## src/caf_pkg.sv

```systemverilog
package caf_pkg;

    // Bus geometry
    localparam int DATA_W     = 32;
    localparam int ADDR_W     = 6;
    localparam int BE_W       = DATA_W / 8;

    // Filter geometry
    localparam int ID_W       = 29;
    localparam int NUM_MASKS  = 4;
    localparam int MASK_SEL_W = 2;
    localparam int FIFO_SEL_W = 5;
    localparam int CTL_W      = 8;

    // Byte addresses of the registers
    localparam logic [ADDR_W-1:0] OFS_FILTER_CTL   = 6'h00;
    localparam logic [ADDR_W-1:0] OFS_MASK_0       = 6'h04;
    localparam logic [ADDR_W-1:0] OFS_MASK_1       = 6'h08;
    localparam logic [ADDR_W-1:0] OFS_MASK_2       = 6'h0c;
    localparam logic [ADDR_W-1:0] OFS_MASK_3       = 6'h10;
    localparam logic [ADDR_W-1:0] OFS_FILTER28_ID  = 6'h14;
    localparam logic [ADDR_W-1:0] OFS_FILTER29_ID  = 6'h18;
    localparam logic [ADDR_W-1:0] OFS_MATCH_STATUS = 6'h1c;

    // Field positions inside the filter control register
    localparam int F28_LSB        = 0;
    localparam int F29_LSB        = 8;
    localparam int F28_BYTE       = 0;
    localparam int F29_BYTE       = 1;

    // Match status layout
    localparam int STAT_VALID_BIT  = 31;
    localparam int STAT_FILTER_BIT = 30;
    localparam int STAT_FIFO_LSB   = 0;

    // Reset values
    localparam logic [ID_W-1:0]   RST_ID     = 29'h0;
    localparam logic [ID_W-1:0]   RST_MASK   = 29'h0;
    localparam logic [DATA_W-1:0] ZERO_WORD  = 32'h0;

    // Per-filter control byte: enable, mask select, FIFO select
    typedef struct packed {
        logic                  enable;
        logic [MASK_SEL_W-1:0] mask_select;
        logic [FIFO_SEL_W-1:0] fifo_select;
    } caf_filt_ctl_t;

    localparam caf_filt_ctl_t RST_CTL = '{enable: 1'b0, mask_select: 2'h0, fifo_select: 5'h00};

    // Message offered by the receive path
    typedef struct packed {
        logic            valid;
        logic [ID_W-1:0] id;
    } caf_rx_msg_t;

    // Message handed to the FIFO write side
    typedef struct packed {
        logic                  valid;
        logic                  filter_29;
        logic [FIFO_SEL_W-1:0] fifo;
        logic [ID_W-1:0]       id;
    } caf_store_t;

endpackage

```

## src/caf_filter_ctl.sv

```systemverilog
`timescale 1ns/1ps

// What this block does
// - Bit 15 enables filter 29 when one and disables it when zero.
// - Bits 14-13 pick acceptance mask 0 to 3 for filter 29 by their binary value.
// - Bits 12-8 name the receive FIFO, 0 to 31, that gets messages matching filter 29 but not filter 28.
// - Bit 7 enables filter 28 when one and disables it when zero.
// - Bits 6-5 pick acceptance mask 0 to 3 for filter 28 by their binary value.
// - Bits 4-0 name the receive FIFO that gets messages matching filter 28, 0 meaning FIFO 0.
// - Mask and FIFO selectors of a filter change only while its enable bit is zero.
module caf_filter_ctl
    import caf_pkg::*;
#(
    parameter int IDW   = ID_W,
    parameter int NMASK = NUM_MASKS
) (
    input  wire logic              mclk,
    input  wire logic              rst_n,
    input  wire logic              ce,
    input  wire logic [ADDR_W-1:0] avs_address,
    input  wire logic              avs_read,
    input  wire logic              avs_write,
    input  wire logic [DATA_W-1:0] avs_writedata,
    input  wire logic [BE_W-1:0]   avs_byteenable,
    output logic [DATA_W-1:0]      avs_readdata,
    output logic                   avs_waitrequest,
    input  caf_rx_msg_t            rx_msg,
    output caf_store_t             store
);

    // Registers
    caf_filt_ctl_t                 ctl_28;
    caf_filt_ctl_t                 ctl_29;
    logic [NMASK-1:0][IDW-1:0]     masks;
    logic [IDW-1:0]                id_28;
    logic [IDW-1:0]                id_29;
    logic                          stat_valid;
    logic                          stat_filter_29;
    logic [FIFO_SEL_W-1:0]         stat_fifo;
    logic                          ack;
    logic [DATA_W-1:0]             rdata;
    caf_store_t                    store_q;

    caf_filt_ctl_t                 next_ctl_28;
    caf_filt_ctl_t                 next_ctl_29;
    logic [NMASK-1:0][IDW-1:0]     next_masks;
    logic [IDW-1:0]                next_id_28;
    logic [IDW-1:0]                next_id_29;
    logic                          next_stat_valid;
    logic                          next_stat_filter_29;
    logic [FIFO_SEL_W-1:0]         next_stat_fifo;
    logic                          next_ack;
    logic [DATA_W-1:0]             next_rdata;
    caf_store_t                    next_store;

    logic                          req;
    logic                          wr_en;
    logic                          rd_en;
    logic                          hit_28;
    logic                          hit_29;
    caf_store_t                    routed;

    // Merge write data into an old word under the byte enables
    function automatic logic [DATA_W-1:0] merge_word(
        input logic [DATA_W-1:0] old_w,
        input logic [DATA_W-1:0] new_w,
        input logic [BE_W-1:0]   be
    );
        logic [DATA_W-1:0] res;
        res = old_w;
        for (int b = 0; b < BE_W; b++) begin
            if (be[b]) begin
                res[b*8 +: 8] = new_w[b*8 +: 8];
            end
        end
        return res;
    endfunction

    // Widen an identifier-sized field to a bus word
    function automatic logic [DATA_W-1:0] widen_id(input logic [IDW-1:0] v);
        logic [DATA_W-1:0] res;
        res = ZERO_WORD;
        res[IDW-1:0] = v;
        return res;
    endfunction

    // Apply one filter's byte, holding selectors while the filter is on
    function automatic caf_filt_ctl_t write_ctl(
        input caf_filt_ctl_t cur,
        input logic [CTL_W-1:0] wbyte
    );
        caf_filt_ctl_t res;
        caf_filt_ctl_t w;
        w = caf_filt_ctl_t'(wbyte);
        res = cur;
        res.enable = w.enable;
        if (!cur.enable) begin
            res.mask_select = w.mask_select;
            res.fifo_select = w.fifo_select;
        end
        return res;
    endfunction

    // One wait cycle per access: read data is ready when waitrequest drops
    assign req             = avs_read || avs_write;
    assign avs_waitrequest = req && !ack;
    assign wr_en           = ce && avs_write && ack;
    assign rd_en           = ce && avs_read && !ack;
    assign avs_readdata    = rdata;
    assign store           = store_q;

    // Filter units
    caf_match #(
        .IDW         (IDW),
        .NMASK       (NMASK)
    ) u_match_28 (
        .en          (ctl_28.enable),
        .mask_select (ctl_28.mask_select),
        .masks       (masks),
        .filter_id   (id_28),
        .rx          (rx_msg),
        .hit         (hit_28)
    );

    caf_match #(
        .IDW         (IDW),
        .NMASK       (NMASK)
    ) u_match_29 (
        .en          (ctl_29.enable),
        .mask_select (ctl_29.mask_select),
        .masks       (masks),
        .filter_id   (id_29),
        .rx          (rx_msg),
        .hit         (hit_29)
    );

    caf_route u_route (
        .hit_28 (hit_28),
        .hit_29 (hit_29),
        .ctl_28 (ctl_28),
        .ctl_29 (ctl_29),
        .rx     (rx_msg),
        .store  (routed)
    );

    // Bus handshake next state
    always_comb begin
        next_ack = ack;
        if (ce) begin
            next_ack = req && !ack;
        end
    end

    // Register writes
    always_comb begin
        logic [DATA_W-1:0] ctl_word;
        logic [DATA_W-1:0] merged;
        ctl_word    = {16'h0, ctl_29, ctl_28};
        merged      = ZERO_WORD;
        next_ctl_28 = ctl_28;
        next_ctl_29 = ctl_29;
        next_masks  = masks;
        next_id_28  = id_28;
        next_id_29  = id_29;
        if (wr_en) begin
            case (avs_address)
                OFS_FILTER_CTL: begin
                    merged = merge_word(ctl_word, avs_writedata, avs_byteenable);
                    if (avs_byteenable[F28_BYTE]) begin
                        next_ctl_28 = write_ctl(ctl_28, merged[F28_LSB +: CTL_W]);
                    end
                    if (avs_byteenable[F29_BYTE]) begin
                        next_ctl_29 = write_ctl(ctl_29, merged[F29_LSB +: CTL_W]);
                    end
                end
                OFS_MASK_0: begin
                    merged = merge_word(widen_id(masks[0]), avs_writedata, avs_byteenable);
                    next_masks[0] = merged[IDW-1:0];
                end
                OFS_MASK_1: begin
                    merged = merge_word(widen_id(masks[1]), avs_writedata, avs_byteenable);
                    next_masks[1] = merged[IDW-1:0];
                end
                OFS_MASK_2: begin
                    merged = merge_word(widen_id(masks[2]), avs_writedata, avs_byteenable);
                    next_masks[2] = merged[IDW-1:0];
                end
                OFS_MASK_3: begin
                    merged = merge_word(widen_id(masks[3]), avs_writedata, avs_byteenable);
                    next_masks[3] = merged[IDW-1:0];
                end
                OFS_FILTER28_ID: begin
                    merged = merge_word(widen_id(id_28), avs_writedata, avs_byteenable);
                    next_id_28 = merged[IDW-1:0];
                end
                OFS_FILTER29_ID: begin
                    merged = merge_word(widen_id(id_29), avs_writedata, avs_byteenable);
                    next_id_29 = merged[IDW-1:0];
                end
                default: begin
                    merged = ZERO_WORD;
                end
            endcase
        end
    end

    // Read data, captured in the wait cycle; unmapped reads give zero
    always_comb begin
        next_rdata = rdata;
        if (rd_en) begin
            case (avs_address)
                OFS_FILTER_CTL:   next_rdata = {16'h0, ctl_29, ctl_28};
                OFS_MASK_0:       next_rdata = widen_id(masks[0]);
                OFS_MASK_1:       next_rdata = widen_id(masks[1]);
                OFS_MASK_2:       next_rdata = widen_id(masks[2]);
                OFS_MASK_3:       next_rdata = widen_id(masks[3]);
                OFS_FILTER28_ID:  next_rdata = widen_id(id_28);
                OFS_FILTER29_ID:  next_rdata = widen_id(id_29);
                OFS_MATCH_STATUS: begin
                    next_rdata = ZERO_WORD;
                    next_rdata[STAT_VALID_BIT] = stat_valid;
                    next_rdata[STAT_FILTER_BIT] = stat_filter_29;
                    next_rdata[STAT_FIFO_LSB +: FIFO_SEL_W] = stat_fifo;
                end
                default:          next_rdata = ZERO_WORD;
            endcase
        end
    end

    // Store output and last-match status; status keeps the latest hit
    always_comb begin
        next_store          = store_q;
        next_stat_valid     = stat_valid;
        next_stat_filter_29 = stat_filter_29;
        next_stat_fifo      = stat_fifo;
        if (ce) begin
            next_store = routed;
            if (routed.valid) begin
                next_stat_valid     = 1'b1;
                next_stat_filter_29 = routed.filter_29;
                next_stat_fifo      = routed.fifo;
            end
        end
    end

    // All state, frozen while the clock enable is low
    always_ff @(posedge mclk or negedge rst_n) begin
        if (!rst_n) begin
            ack            <= 1'b0;
            rdata          <= ZERO_WORD;
            ctl_28         <= RST_CTL;
            ctl_29         <= RST_CTL;
            masks          <= {NMASK{RST_MASK}};
            id_28          <= RST_ID;
            id_29          <= RST_ID;
            store_q        <= '0;
            stat_valid     <= 1'b0;
            stat_filter_29 <= 1'b0;
            stat_fifo      <= '0;
        end else begin
            ack            <= next_ack;
            rdata          <= next_rdata;
            ctl_28         <= next_ctl_28;
            ctl_29         <= next_ctl_29;
            masks          <= next_masks;
            id_28          <= next_id_28;
            id_29          <= next_id_29;
            store_q        <= next_store;
            stat_valid     <= next_stat_valid;
            stat_filter_29 <= next_stat_filter_29;
            stat_fifo      <= next_stat_fifo;
        end
    end

endmodule

```

## src/caf_match.sv

```systemverilog
`timescale 1ns/1ps

// One acceptance filter: compares an identifier under the selected mask
module caf_match
    import caf_pkg::*;
#(
    parameter int IDW   = ID_W,
    parameter int NMASK = NUM_MASKS
) (
    input  wire logic                       en,
    input  wire logic [MASK_SEL_W-1:0]      mask_select,
    input  wire logic [NMASK-1:0][IDW-1:0]  masks,
    input  wire logic [IDW-1:0]             filter_id,
    input  caf_rx_msg_t                     rx,
    output logic                            hit
);

    logic [IDW-1:0] sel_mask;

    // Mask picked by the two-bit selector, binary value is the mask number
    always_comb begin
        sel_mask = masks[mask_select];
    end

    // Masked compare; a disabled filter never hits
    always_comb begin
        hit = en && rx.valid && (((rx.id ^ filter_id) & sel_mask) == '0);
    end

endmodule

```

## src/caf_route.sv

```systemverilog
`timescale 1ns/1ps

// Chooses the winning filter and the FIFO that receives the message
module caf_route
    import caf_pkg::*;
(
    input  wire logic    hit_28,
    input  wire logic    hit_29,
    input  caf_filt_ctl_t ctl_28,
    input  caf_filt_ctl_t ctl_29,
    input  caf_rx_msg_t  rx,
    output caf_store_t   store
);

    // Lower filter number wins when both match, so routing is deterministic
    always_comb begin
        store.valid     = hit_28 || hit_29;
        store.filter_29 = !hit_28 && hit_29;
        store.id        = rx.id;
        if (hit_28) begin
            store.fifo = ctl_28.fifo_select;
        end else if (hit_29) begin
            store.fifo = ctl_29.fifo_select;
        end else begin
            store.fifo = '0;
        end
    end

endmodule

```

## config.mk

```make
export PLATFORM = sky130hd
export DESIGN_NAME = caf_filter_ctl
export DESIGN_NICKNAME = d
export VERILOG_FILES = /design/src/caf_pkg.sv /design/src/caf_filter_ctl.sv /design/src/caf_match.sv /design/src/caf_route.sv
export SDC_FILE = /design/constraint.sdc
export NUM_CORES = 1
export LEC_CHECK = 0
export ABC_AREA = 1
export BUFFER_PORTS_ARGS = -buffer_cell sky130_fd_sc_hd__buf_2
export CAP_MARGIN = 15
export CORE_MARGIN = 1.5
export CORE_UTILIZATION = 53
export CTS_CLUSTER_DIAMETER = 120
export DETAILED_ROUTE_END_ITERATION = 8
export GPL_TIMING_DRIVEN = 0
export PLACE_DENSITY = 0.73
export SETUP_SLACK_MARGIN = 0.2
export SYNTH_ARGS = -nofsm -noshare
export SYNTH_HDL_FRONTEND = slang
export SYNTH_SLANG_ARGS = --single-unit
```

## constraint.sdc

```tcl
create_clock -name mclk -period 3.12 [get_ports mclk]
set_clock_uncertainty 0.05 [all_clocks]
set_input_delay 0.624 -clock mclk [delete_from_list [all_inputs] [get_ports mclk]]
set_output_delay 0.624 -clock mclk [all_outputs]
set_load 0.02 [all_outputs]
```

==> reports/summary.md, run 1 <==
• 7.25 um2 — mean post-synth cell area
• 2,445 — fill count
• 3 — worst-case clock buffer depth
• 14.9k — via total after detailed routing
• 0 — number of max-slew violations in the final report
• 146 — IO Pins
• sky130_fd_sc_hd__dfrtp_1 — library cell occupying the most area in the post-synthesis netlist
• 0.56 ns — clock latency reported for the late side of the worst-skew pair
• 0 — Residual DRC
• 0.441 mV — peak supply drop
• sky130_fd_sc_hd__clkbuf_16 — clock root buffer
• avs_address[4] — start point of the critical path
• 2,252 — number of nets at the end of the flow
• 0.06 ns — clock slew seen by the registers of the worst setup and hold paths
• 0 — post-CTS setup buffer count
• 3.46 ns — endpoint required time on the critical path
• 28,400 um2 — Die Outline Area
• 0.891 — period utilisation layout
• 0 ns — Total Neg Setup Slack
• 2,079 — synthesized net count
• sky130_fd_sc_hd__clkdlybuf4s15_1 — crit path max-delay cell type
• buf_2, inv_1, nor2_1, nand3_1, clkdlybuf4s15_1, clkbuf_2, o221ai_1, o31ai_1, o21ai_0 — cell chain of the critical path
• 0.984 — weighted congestion reported at the end of routability-driven placement
• 6 — First-pass DRT Iterations
• 0.457 — area share of the largest cell type after synthesis
• 464 nW/um2 — Cell Pwr Density
• 1.03 ns — slew of the pin with the lowest slew margin
• 28 — CTS buffer count
• 0 — remaining global-route overflow
• ack — worst r2r src
• 8.51 nW — Static Leakage
• avs_writedata[2] — critical hold path startpoint
• 60 — floorplan row count
• 0 — number of failing hold endpoints at the final stage
• 0 — number of enable flip-flop cells after synthesis
• 140 — port buffer count
• 14,500 um2 — Mapped Area
• 169 um — Die Ht
• 1,817 — count of routing violations after the opening detailed-route iteration
• 0 — Synth Warn #
• 14.3% — area added between synthesis and finish
• 5.86 — post-DR vias/cell
• 2,002 — number of standard cells after synthesis
• 0.395 — Total Routing Usage GR
• 6630 um2 — sequential standard cell area
• 1.00 — Synth async-reset ratio
• 0.80 ns — delay of the slowest cell on the worst path
• no — RSZ-0062 raised after global routing
• complete, no violations — status
• 169 um — floorplan die width
• 27,000 um2 — Core Box Area
• 13.9k — vias in the first global route
• 40,700 um — final HPWL from detailed placement
• 0.117 — ratio of cells with drive above 1 in the final layout
• 0 — endpoints failing setup
• 21.9 um — final routed wire length divided by cell count
• 83,800 um — first-pass GRT wire length
• sky130_fd_sc_hd__dfrtp_1 — primary flip-flop cell chosen by synthesis mapping
• 55,600 um — drt total wl
• primary input — launching element type of the critical path
• built — CTS tree
• primary input to flop — path type of the worst setup path
• 0 — Max Cap Viol
• 0 — antenna violations before repair
• 0.315 — Max transition margin
• 0 — count of antenna diodes in the layout
• 265 — register bit total from synthesis
• 16,600 um2 — area of all placed cells without fillers
• primary input to flop — Hold/Removal Path Class
• 265 — clock sinks
• sky130_fd_sc_hd__dfrtp_1 46%, sky130_fd_sc_hd__nand2_1 21%, sky130_fd_sc_hd__o21ai_0 8.2% — top area cells in the synthesized netlist
• 0 — antenna viol nets, final
• 122 — maximum number of pins on one net before global-route repair
• 0.539 — starting density of the core
• 39 — unique cell type count in the Yosys netlist
• 0.457 — post-synthesis sequential area ratio
• 3.12 ns — arrival time reported for the critical path endpoint
• 6620 um2 — area of the multi-input gates
• 10 — worst-path fanout max
• 0.360 GHz — highest achievable clock rate
• 15,700 um2 — cell area reported after detailed placement
• 2.78 ns — Final min period
• 1 — total number of H-tree levels
• flop — endpoint kind of the worst setup timing path
[critical path, delay by kind of cell]
kind                   cells  cell delay (ns)
buffers and inverters      4             1.45
AOI/OAI and AO/OA          3             0.87
and+or+nand+nor            2             0.17
[cells in the mapped netlist (12+ instances only)]
cell	count
sky130_fd_sc_hd__nand2_1	807
sky130_fd_sc_hd__dfrtp_1	265
sky130_fd_sc_hd__o21ai_0	237
sky130_fd_sc_hd__inv_1	204
sky130_fd_sc_hd__nand3_1	146
sky130_fd_sc_hd__nor2_1	64
sky130_fd_sc_hd__xor2_1	58
sky130_fd_sc_hd__clkbuf_1	43
sky130_fd_sc_hd__buf_2	27
sky130_fd_sc_hd__o31ai_1	15
sky130_fd_sc_hd__o22ai_1	14
sky130_fd_sc_hd__a22oi_1	13
sky130_fd_sc_hd__a21oi_1	12
[where the power goes]
part / switching (mW) / internal [mW]
combinational: 0.613 / 0.251
clock: 1.40 / 1.81
sequential: 0.0776 / 3.56
total: 2.09 / 5.61
[layout make-up]
class                           instances  area share
Clock inverter                          7     0.00279
Inverter                              211      0.0479
Buffer                                 92      0.0291
Clock buffer                           40      0.0492
Sequential cell                       265       0.400
Tap cell                              341      0.0257
Multi-Input combinational cell       1434       0.399
Timing Repair Buffer                  143      0.0467
[cells by family after synthesis]
kind of cell,share of synthesized area
other,0.000258
xor gates and xnor gates,0.0350
DFF,0.457
buffers and inverters,0.0871
and+or+nand+nor,0.290
muxes,0.00388
AOI/OAI and AO/OA,0.127
[layer usage]
metal | wire length, um | vias up | global-route usage
met5 | 0 | - | 0
met4 | 2950 | 0 | 0.197
met3 | 6720 | 205 | 0.0961
met2 | 24200 | 953 | 0.605
met1 | 21800 | 6975 | 0.526
li1 | - | 6723 | -
[state kept, by name, indices dropped and copies added (netlist names)]
| register | flops |
|---|---|
| ctl_29 | 8 |
| stat_fifo | 5 |
| id_28 | 29 |
| store | 36 |
| avs_readdata | 31 |
| ack | 1 |
| id_29 | 29 |
| stat_filter_29 | 1 |
| stat_valid | 1 |
| ctl_28 | 8 |
| masks | 116 |
[final timing paths]
check	depth (start not counted)	slack (ns)	endpoint
max reg2reg	5	0.50	avs_readdata[14]
max	9	0.34	avs_readdata[23]
min in group asynchronous	2	0.48	store[18]
min reg2reg	2	0.41	store[21]
max in group asynchronous	3	1.62	id_28[9]
min	3	0.23	masks[2]
[metrics by stage]
stage	cells	power, mW	setup slack [ns]	hold slack, ns	util
global placement	2483	4.51	-3.35	0.399	0.581
finish	2533	7.71	0.341	0.232	0.616
CTS	2533	7.70	0.241	0.224	0.615
detailed placement	2485	4.54	-0.331	0.403	0.583
floorplan	2002	4.13	1.07	0.278	-
global route	2533	7.94	0.336	0.230	0.616
[what timing repair did]
| action | 4_1_cts | 5_1_grt |
|---|---|---|
| hold buffers | 1 | 0 |
| gates resized for setup | 0 | 10 |
| hold endpoints to repair | 31 | 0 |
| setup endpoints to repair | 0 | 6 |
[cell usage in the layout, fill, tap and decap left out, drive strengths merged, types with 10 or more instances in the layout]
cell type / synthesis / final
a221oi: 10 / 10
a22oi: 13 / 13
nor2: 70 / 70
clkbuf: 43 / 81
nand2: 812 / 812
buf: 49 / 191
o22ai: 14 / 14
o31ai: 15 / 15
a21oi: 13 / 13
nand3: 147 / 147
xor2: 58 / 58
inv: 208 / 210
dfrtp: 265 / 265
o21ai: 239 / 239
Note: power is estimated with default switching activity, not from simulation.
==> inputs of run 2 (changes only) <==
REMOVE_ABC_BUFFERS = 1   (was not set)
SLEW_MARGIN = 20   (was not set)
==> run 2 against run 1 <==
Effect of this change:
- worst setup slack worse by 0.20 ns
- non-clock buffer count fell by 76
- power grew 2.5%
- first-iteration DRC count decreased by 9.3%
- critical endpoint is now masks[63]
==> reports/summary.md, run 2 (synthesis results as in run 1) <==
• complete, no violations — status
• built — CTS tree
• 0.06 ns — clock slew seen by the registers of the worst setup and hold paths
• 13.7% — area added between synthesis and finish
• 6640 um2 — sequential standard cell area
• 6 — First-pass DRT Iterations
• 0.117 — ratio of cells with drive above 1 in the final layout
• 0 — remaining global-route overflow
• 3 — worst-case clock buffer depth
• 47,100 um — drt total wl
• 0.848 ns — slew of the pin with the lowest slew margin
• 74,100 um — first-pass GRT wire length
• 0 ns — Total Neg Setup Slack
• 0 — number of max-slew violations in the final report
• 5.78 — post-DR vias/cell
• 0.455 mV — peak supply drop
• -1.05 ns — post-place setup slack
• 0.335 GHz — highest achievable clock rate
• 28,400 um2 — Die Outline Area
• 0.433 — Max transition margin
• 0.539 — starting density of the core
• 1,648 — count of routing violations after the opening detailed-route iteration
• 169 um — floorplan die width
• 6660 um2 — area of the multi-input gates
• 0.435 — clock network fraction of total power
• 0.460 — sequential share of power
• sky130_fd_sc_hd__clkbuf_16 — clock root buffer
• primary input — launching element type of the critical path
• 0.56 ns — clock latency reported for the late side of the worst-skew pair
• 13.6k — vias in the first global route
• 0 — endpoints failing setup
• 7.90 mW — total power after layout
• sky130_fd_sc_hd__nand2_1 — most frequent standard cell in the layout excluding fill and tap cells
• flop — endpoint kind of the worst setup timing path
• 0.917 — weighted congestion reported at the end of routability-driven placement
• 3.35 ns — arrival time reported for the critical path endpoint
• 0.335 — Total Routing Usage GR
• 0 — Residual DRC
• 0 — count of antenna diodes in the layout
• 19.1 um — final routed wire length divided by cell count
• 146 — IO Pins
• 29 — CTS buffer count
• 2,418 — fill count
• 0.36 ns — Worst R2R Setup Slack
• 1 — total number of H-tree levels
• 14.2k — via total after detailed routing
• 0.104 — relative contribution of combinational cells to total power
• 0.137 ns — final worst-path setup slack
• 27,000 um2 — Core Box Area
• 0.260 — fraction of power spent switching nets
• 0.0441 ns — hold slack
• 265 — clock sinks
• 2.05 mW — switching power of the nets
• primary input to flop — path type of the worst setup path
• 98 — maximum number of pins on one net before global-route repair
• 169 um — Die Ht
• 0.956 — period utilisation layout
• 478 nW/um2 — Cell Pwr Density
• 2.98 ns — Final min period
• 0 — Max Cap Viol
• 0 — number of failing hold endpoints at the final stage
• 8.37 nW — Static Leakage
• 60 — floorplan row count
• 141 — port buffer count
• 2,177 — number of nets at the end of the flow
• 0 — antenna violations before repair
• 0 — antenna viol nets, final
• yes — RSZ-0062 raised after global routing
• 22 — worst-path fanout max
• masks — largest register by flop count
• 15,500 um2 — cell area reported after detailed placement
• 5.85 mW — total internal power
• 3.48 ns — endpoint required time on the critical path
• 29,800 um — final HPWL from detailed placement
• primary input to asynchronous set/reset pin — Hold/Removal Path Class
• 16,500 um2 — area of all placed cells without fillers
• 805 x sky130_fd_sc_hd__nand2_1, 261 x sky130_fd_sc_hd__dfrtp_1, 237 x sky130_fd_sc_hd__o21ai_0 — commonest cells after routing, fill and taps aside
• 116 — flip-flop count of the largest register after layout
run 2: repair_timing:
action / CTS / global route
setup buffers: 1 / 4
resized for setup: 11 / 7
hold buffers: 0 / 0
hold endpoints to repair: 0 / 0
setup endpoints to repair: 222 / 160
run 2: worst paths after layout:
path | cells after the start | end | from
max | 7 | masks[63] | avs_address[1]
min | 2 | avs_readdata[25] | rst_n
max reg2reg | 13 | stat_fifo[2] | ctl_29[5]
min reg2reg | 2 | store[12] | store[12]
max in group asynchronous | 4 | ctl_29[5] | rst_n
min in group mclk | 3 | masks[4] | avs_writedata[4]
run 2: power by group through the flow:
stage | Combinational, mW | Clock [mW] | Sequential, mW
floorplan | 0.371 | 0 | 3.74
global placement | 0.766 | 0 | 3.70
detailed placement | 0.807 | 0 | 3.70
CTS | 0.813 | 3.46 | 3.64
global route | 0.921 | 3.60 | 3.65
finish | 0.825 | 3.44 | 3.64
run 2: routing by layer:
layer	track usage	share of wire	vias up
li1	-	-	6564
met1	0.461	0.40	6635
met2	0.534	0.45	849
met3	0.0552	0.11	176
met4	0.128	0.040	0
met5	0	0	-
run 2: critical path: stages:
cell,delay (ns)
sky130_fd_sc_hd__buf_2,0.09
sky130_fd_sc_hd__nor2_1,0.38
sky130_fd_sc_hd__nand3_2,0.74
sky130_fd_sc_hd__clkinvlp_4,0.69
sky130_fd_sc_hd__nand2_1,0.48
sky130_fd_sc_hd__nand2_1,0.20
sky130_fd_sc_hd__o21ai_0,0.10
run 2: final cells by class:
cell class / instances / share of cell area
Sequential cell: 265 / 0.402
Timing Repair Buffer: 159 / 0.0615
Inverter: 211 / 0.0503
Clock buffer: 46 / 0.0521
Multi-Input combinational cell: 1434 / 0.403
Tap cell: 341 / 0.0258
Clock inverter: 6 / 0.00508
run 2: stage by stage:
stage / cells / util
after detailed placement: 2405 / 0.573
after floorplan: 1910 / -
after global placement: 2392 / 0.563
after CTS: 2458 / 0.611
after global routing: 2462 / 0.613
final: 2462 / 0.613
==> inputs of run 3 (changes only) <==
CORE_UTILIZATION = 35   (was 53)
PLACE_DENSITY = not set   (was 0.73)
==> run 3 against run 2 <==
Effect of this change:
- critical path depth increased by 1
- combinational power rose by 2%
- register-to-register slack got worse by 0.04 ns
- largest power group is now the clock network
- sequential share of layout area fell by 1.0 points
==> reports/summary.md, run 3 (synthesis results as in run 1) <==
• 3 — buffers and inverters on the worst path
• avs_writedata[20] — critical hold path startpoint
• 0.06 ns — clock slew seen by the registers of the worst setup and hold paths
• 0 — number of max-slew violations in the final report
• 0 — remaining global-route overflow
• 15,800 um2 — cell area reported after detailed placement
• 31 — CTS buffer count
• complete, no violations — status
• 0 — endpoints failing setup
• ctl_28[5] — worst r2r src
• 40,900 um2 — Core Box Area
• 1,264 — count of routing violations after the opening detailed-route iteration
• 3 — worst-case clock buffer depth
• primary input — launching element type of the critical path
• 0 — Residual DRC
• 3 — number of cells on the worst hold path
• yes — RSZ-0062 raised after global routing
• 90 — maximum number of pins on one net before global-route repair
• 0.414 — share of the core filled with cells
• -1.30 ns — post-place setup slack
• 4,264 — fill count
• sky130_fd_sc_hd__nand2_1 — most frequent standard cell in the layout excluding fill and tap cells
• built — CTS tree
• 0.124 — ratio of cells with drive above 1 in the final layout
• 0 ns — Total Neg Setup Slack
• 0.336 GHz — highest achievable clock rate
• simple AND/OR/NAND/NOR gates — Crit path max-delay family
• 805 x sky130_fd_sc_hd__nand2_1, 261 x sky130_fd_sc_hd__dfrtp_1, 237 x sky130_fd_sc_hd__o21ai_0 — commonest cells after routing, fill and taps aside
• 207 um — floorplan die width
• 0.324 — Global Route met1 Usage
• 33,300 um — final HPWL from detailed placement
• 0 — number of failing hold endpoints at the final stage
• 16,900 um2 — area of all placed cells without fillers
• 14 — r2r worst-path depth
• flop — endpoint kind of the worst setup timing path
• sky130_fd_sc_hd__nand2_1 — CP most frequent cell
• 3 — antenna violations before repair
• 0 — antenna viol nets, final
• store[29] — end of the worst register-to-register path
• masks — largest register by flop count
• primary input to flop — path type of the worst setup path
• 3.50 ns — endpoint required time on the critical path
• 0.58 ns — clock latency reported for the late side of the worst-skew pair
• primary input to flop — Hold/Removal Path Class
• buf_2, nor2_1, nand3_2, buf_16, inv_1, nand2_1, nand2_1, o21ai_0 — cell chain of the critical path
• 0.32 ns — Worst R2R Setup Slack
• 8.49 nW — Static Leakage
• 2.97 ns — Final min period
• 6660 um2 — area of the multi-input gates
• 207 um — Die Ht
• 0.0334 — GR met3 Demand/Resource
• 0.892 — weighted congestion reported at the end of routability-driven placement
• 0.148 ns — final worst-path setup slack
• 0 — Max Cap Viol
• 13.9k — via total after detailed routing
• 5.22 — post-DR vias/cell
• 3.35 ns — arrival time reported for the critical path endpoint
• 19.4 um — final routed wire length divided by cell count
• met2 — busiest metal layer after global routing
• 74 — floorplan row count
• 0.239 — Total Routing Usage GR
• 0.853 ns — slew of the pin with the lowest slew margin
• 146 — IO Pins
• sky130_fd_sc_hd__nand2_1 — crit path max-delay cell type
• 2,185 — number of nets at the end of the flow
• 77,300 um — first-pass GRT wire length
• 0.61 ns — delay of the slowest cell on the worst path
• 0.429 — Max transition margin
• 0.953 — period utilisation layout
• 141 — port buffer count
• 6640 um2 — sequential standard cell area
• 116 — flip-flop count of the largest register after layout
• 16.7% — area added between synthesis and finish
• 13.2k — vias in the first global route
• 487 nW/um2 — Cell Pwr Density
• 1 — total number of H-tree levels
• sky130_fd_sc_hd__clkbuf_16 — clock root buffer
• 265 — clock sinks
• 0.388 — met2 track utilization from global routing
• masks[20] — destination of the worst hold path
• 16 — worst-path fanout max
• 42,700 um2 — Die Outline Area
• 51,700 um — drt total wl
• 6 — First-pass DRT Iterations
• 0.384 mV — peak supply drop
• 0.355 — starting density of the core
run 3: cell types whose count changed in the layout (fill, tap and decap cells not counted), moves of 2 or more:
cell                        delta
sky130_fd_sc_hd__clkbuf_1      -8
sky130_fd_sc_hd__clkinv_2      +5
sky130_fd_sc_hd__buf_12        +2
sky130_fd_sc_hd__buf_4         +2
sky130_fd_sc_hd__clkbuf_16     +2
sky130_fd_sc_hd__clkbuf_8      +2
sky130_fd_sc_hd__diode_2       +2
sky130_fd_sc_hd__inv_1         +2
run 3: report_power, final:
group          leakage (nW)  switching [mW]  internal [mW]  total, mW
clock network         0.523            1.51           2.27       3.78
registers              3.47          0.0789           3.56       3.63
logic                  4.49           0.586          0.257      0.843
total                  8.49            2.18           6.08       8.26
run 3: worst max path at each step:
stage                   start                to  slack (ns)  cells past startpoint
2_1_floorplan              ce  avs_readdata[15]       -0.92                      3
3_3_place_gp               ce  avs_readdata[16]       -6.71                      5
3_5_place_dp               ce         masks[40]       -1.30                      7
4_1_cts             ctl_29[5]      stat_fifo[3]        0.21                     13
5_1_grt        avs_address[1]        masks[106]        0.03                      8
6_report       avs_address[1]         masks[93]        0.15                      8
run 3: timing repair:
item / in CTS / in global routing
hold buffers: 1 / 0
setup endpoints to repair: 234 / 65
gates resized for setup: 8 / 5
hold endpoints to repair: 42 / 0
pin swaps: 1 / 0
buffers inserted: 2 / 5
run 3: per-layer routing:
layer  part of all wire  vias to the layer above
met5            0.00025                        -
li1                   -                     6568
met1               0.43                     6586
met4              0.036                        2
met3              0.080                      128
met2               0.46                      618
run 3: worst register-to-register path: cells and delay by family, from the launching register on:
| kind | cells | cell delay, ns |
|---|---|---|
| flip-flops | 1 | 0.70 |
| buffers and inverters | 2 | 0.51 |
| AND/OR/NAND/NOR | 12 | 1.44 |
run 3: per-stage QoR:
stage / hold slack [ns] / instances / total power [mW]
after floorplan: 0.278 / 1910 / 4.11
after CTS: 0.197 / 2658 / 8.34
after global routing: 0.213 / 2664 / 8.56
final: 0.219 / 2665 / 8.26
after detailed placement: 0.404 / 2599 / 4.53
after global placement: 0.398 / 2583 / 4.49
run 3: area by class of cell:
cell class,count,share of cell area
Timing Repair Buffer,165,0.0645
Tap cell,532,0.0393
Sequential cell,265,0.392
Clock inverter,14,0.00901
Multi-Input combinational cell,1434,0.393
Clock buffer,42,0.0535
Inverter,211,0.0486
Antenna cell,2,0.000295
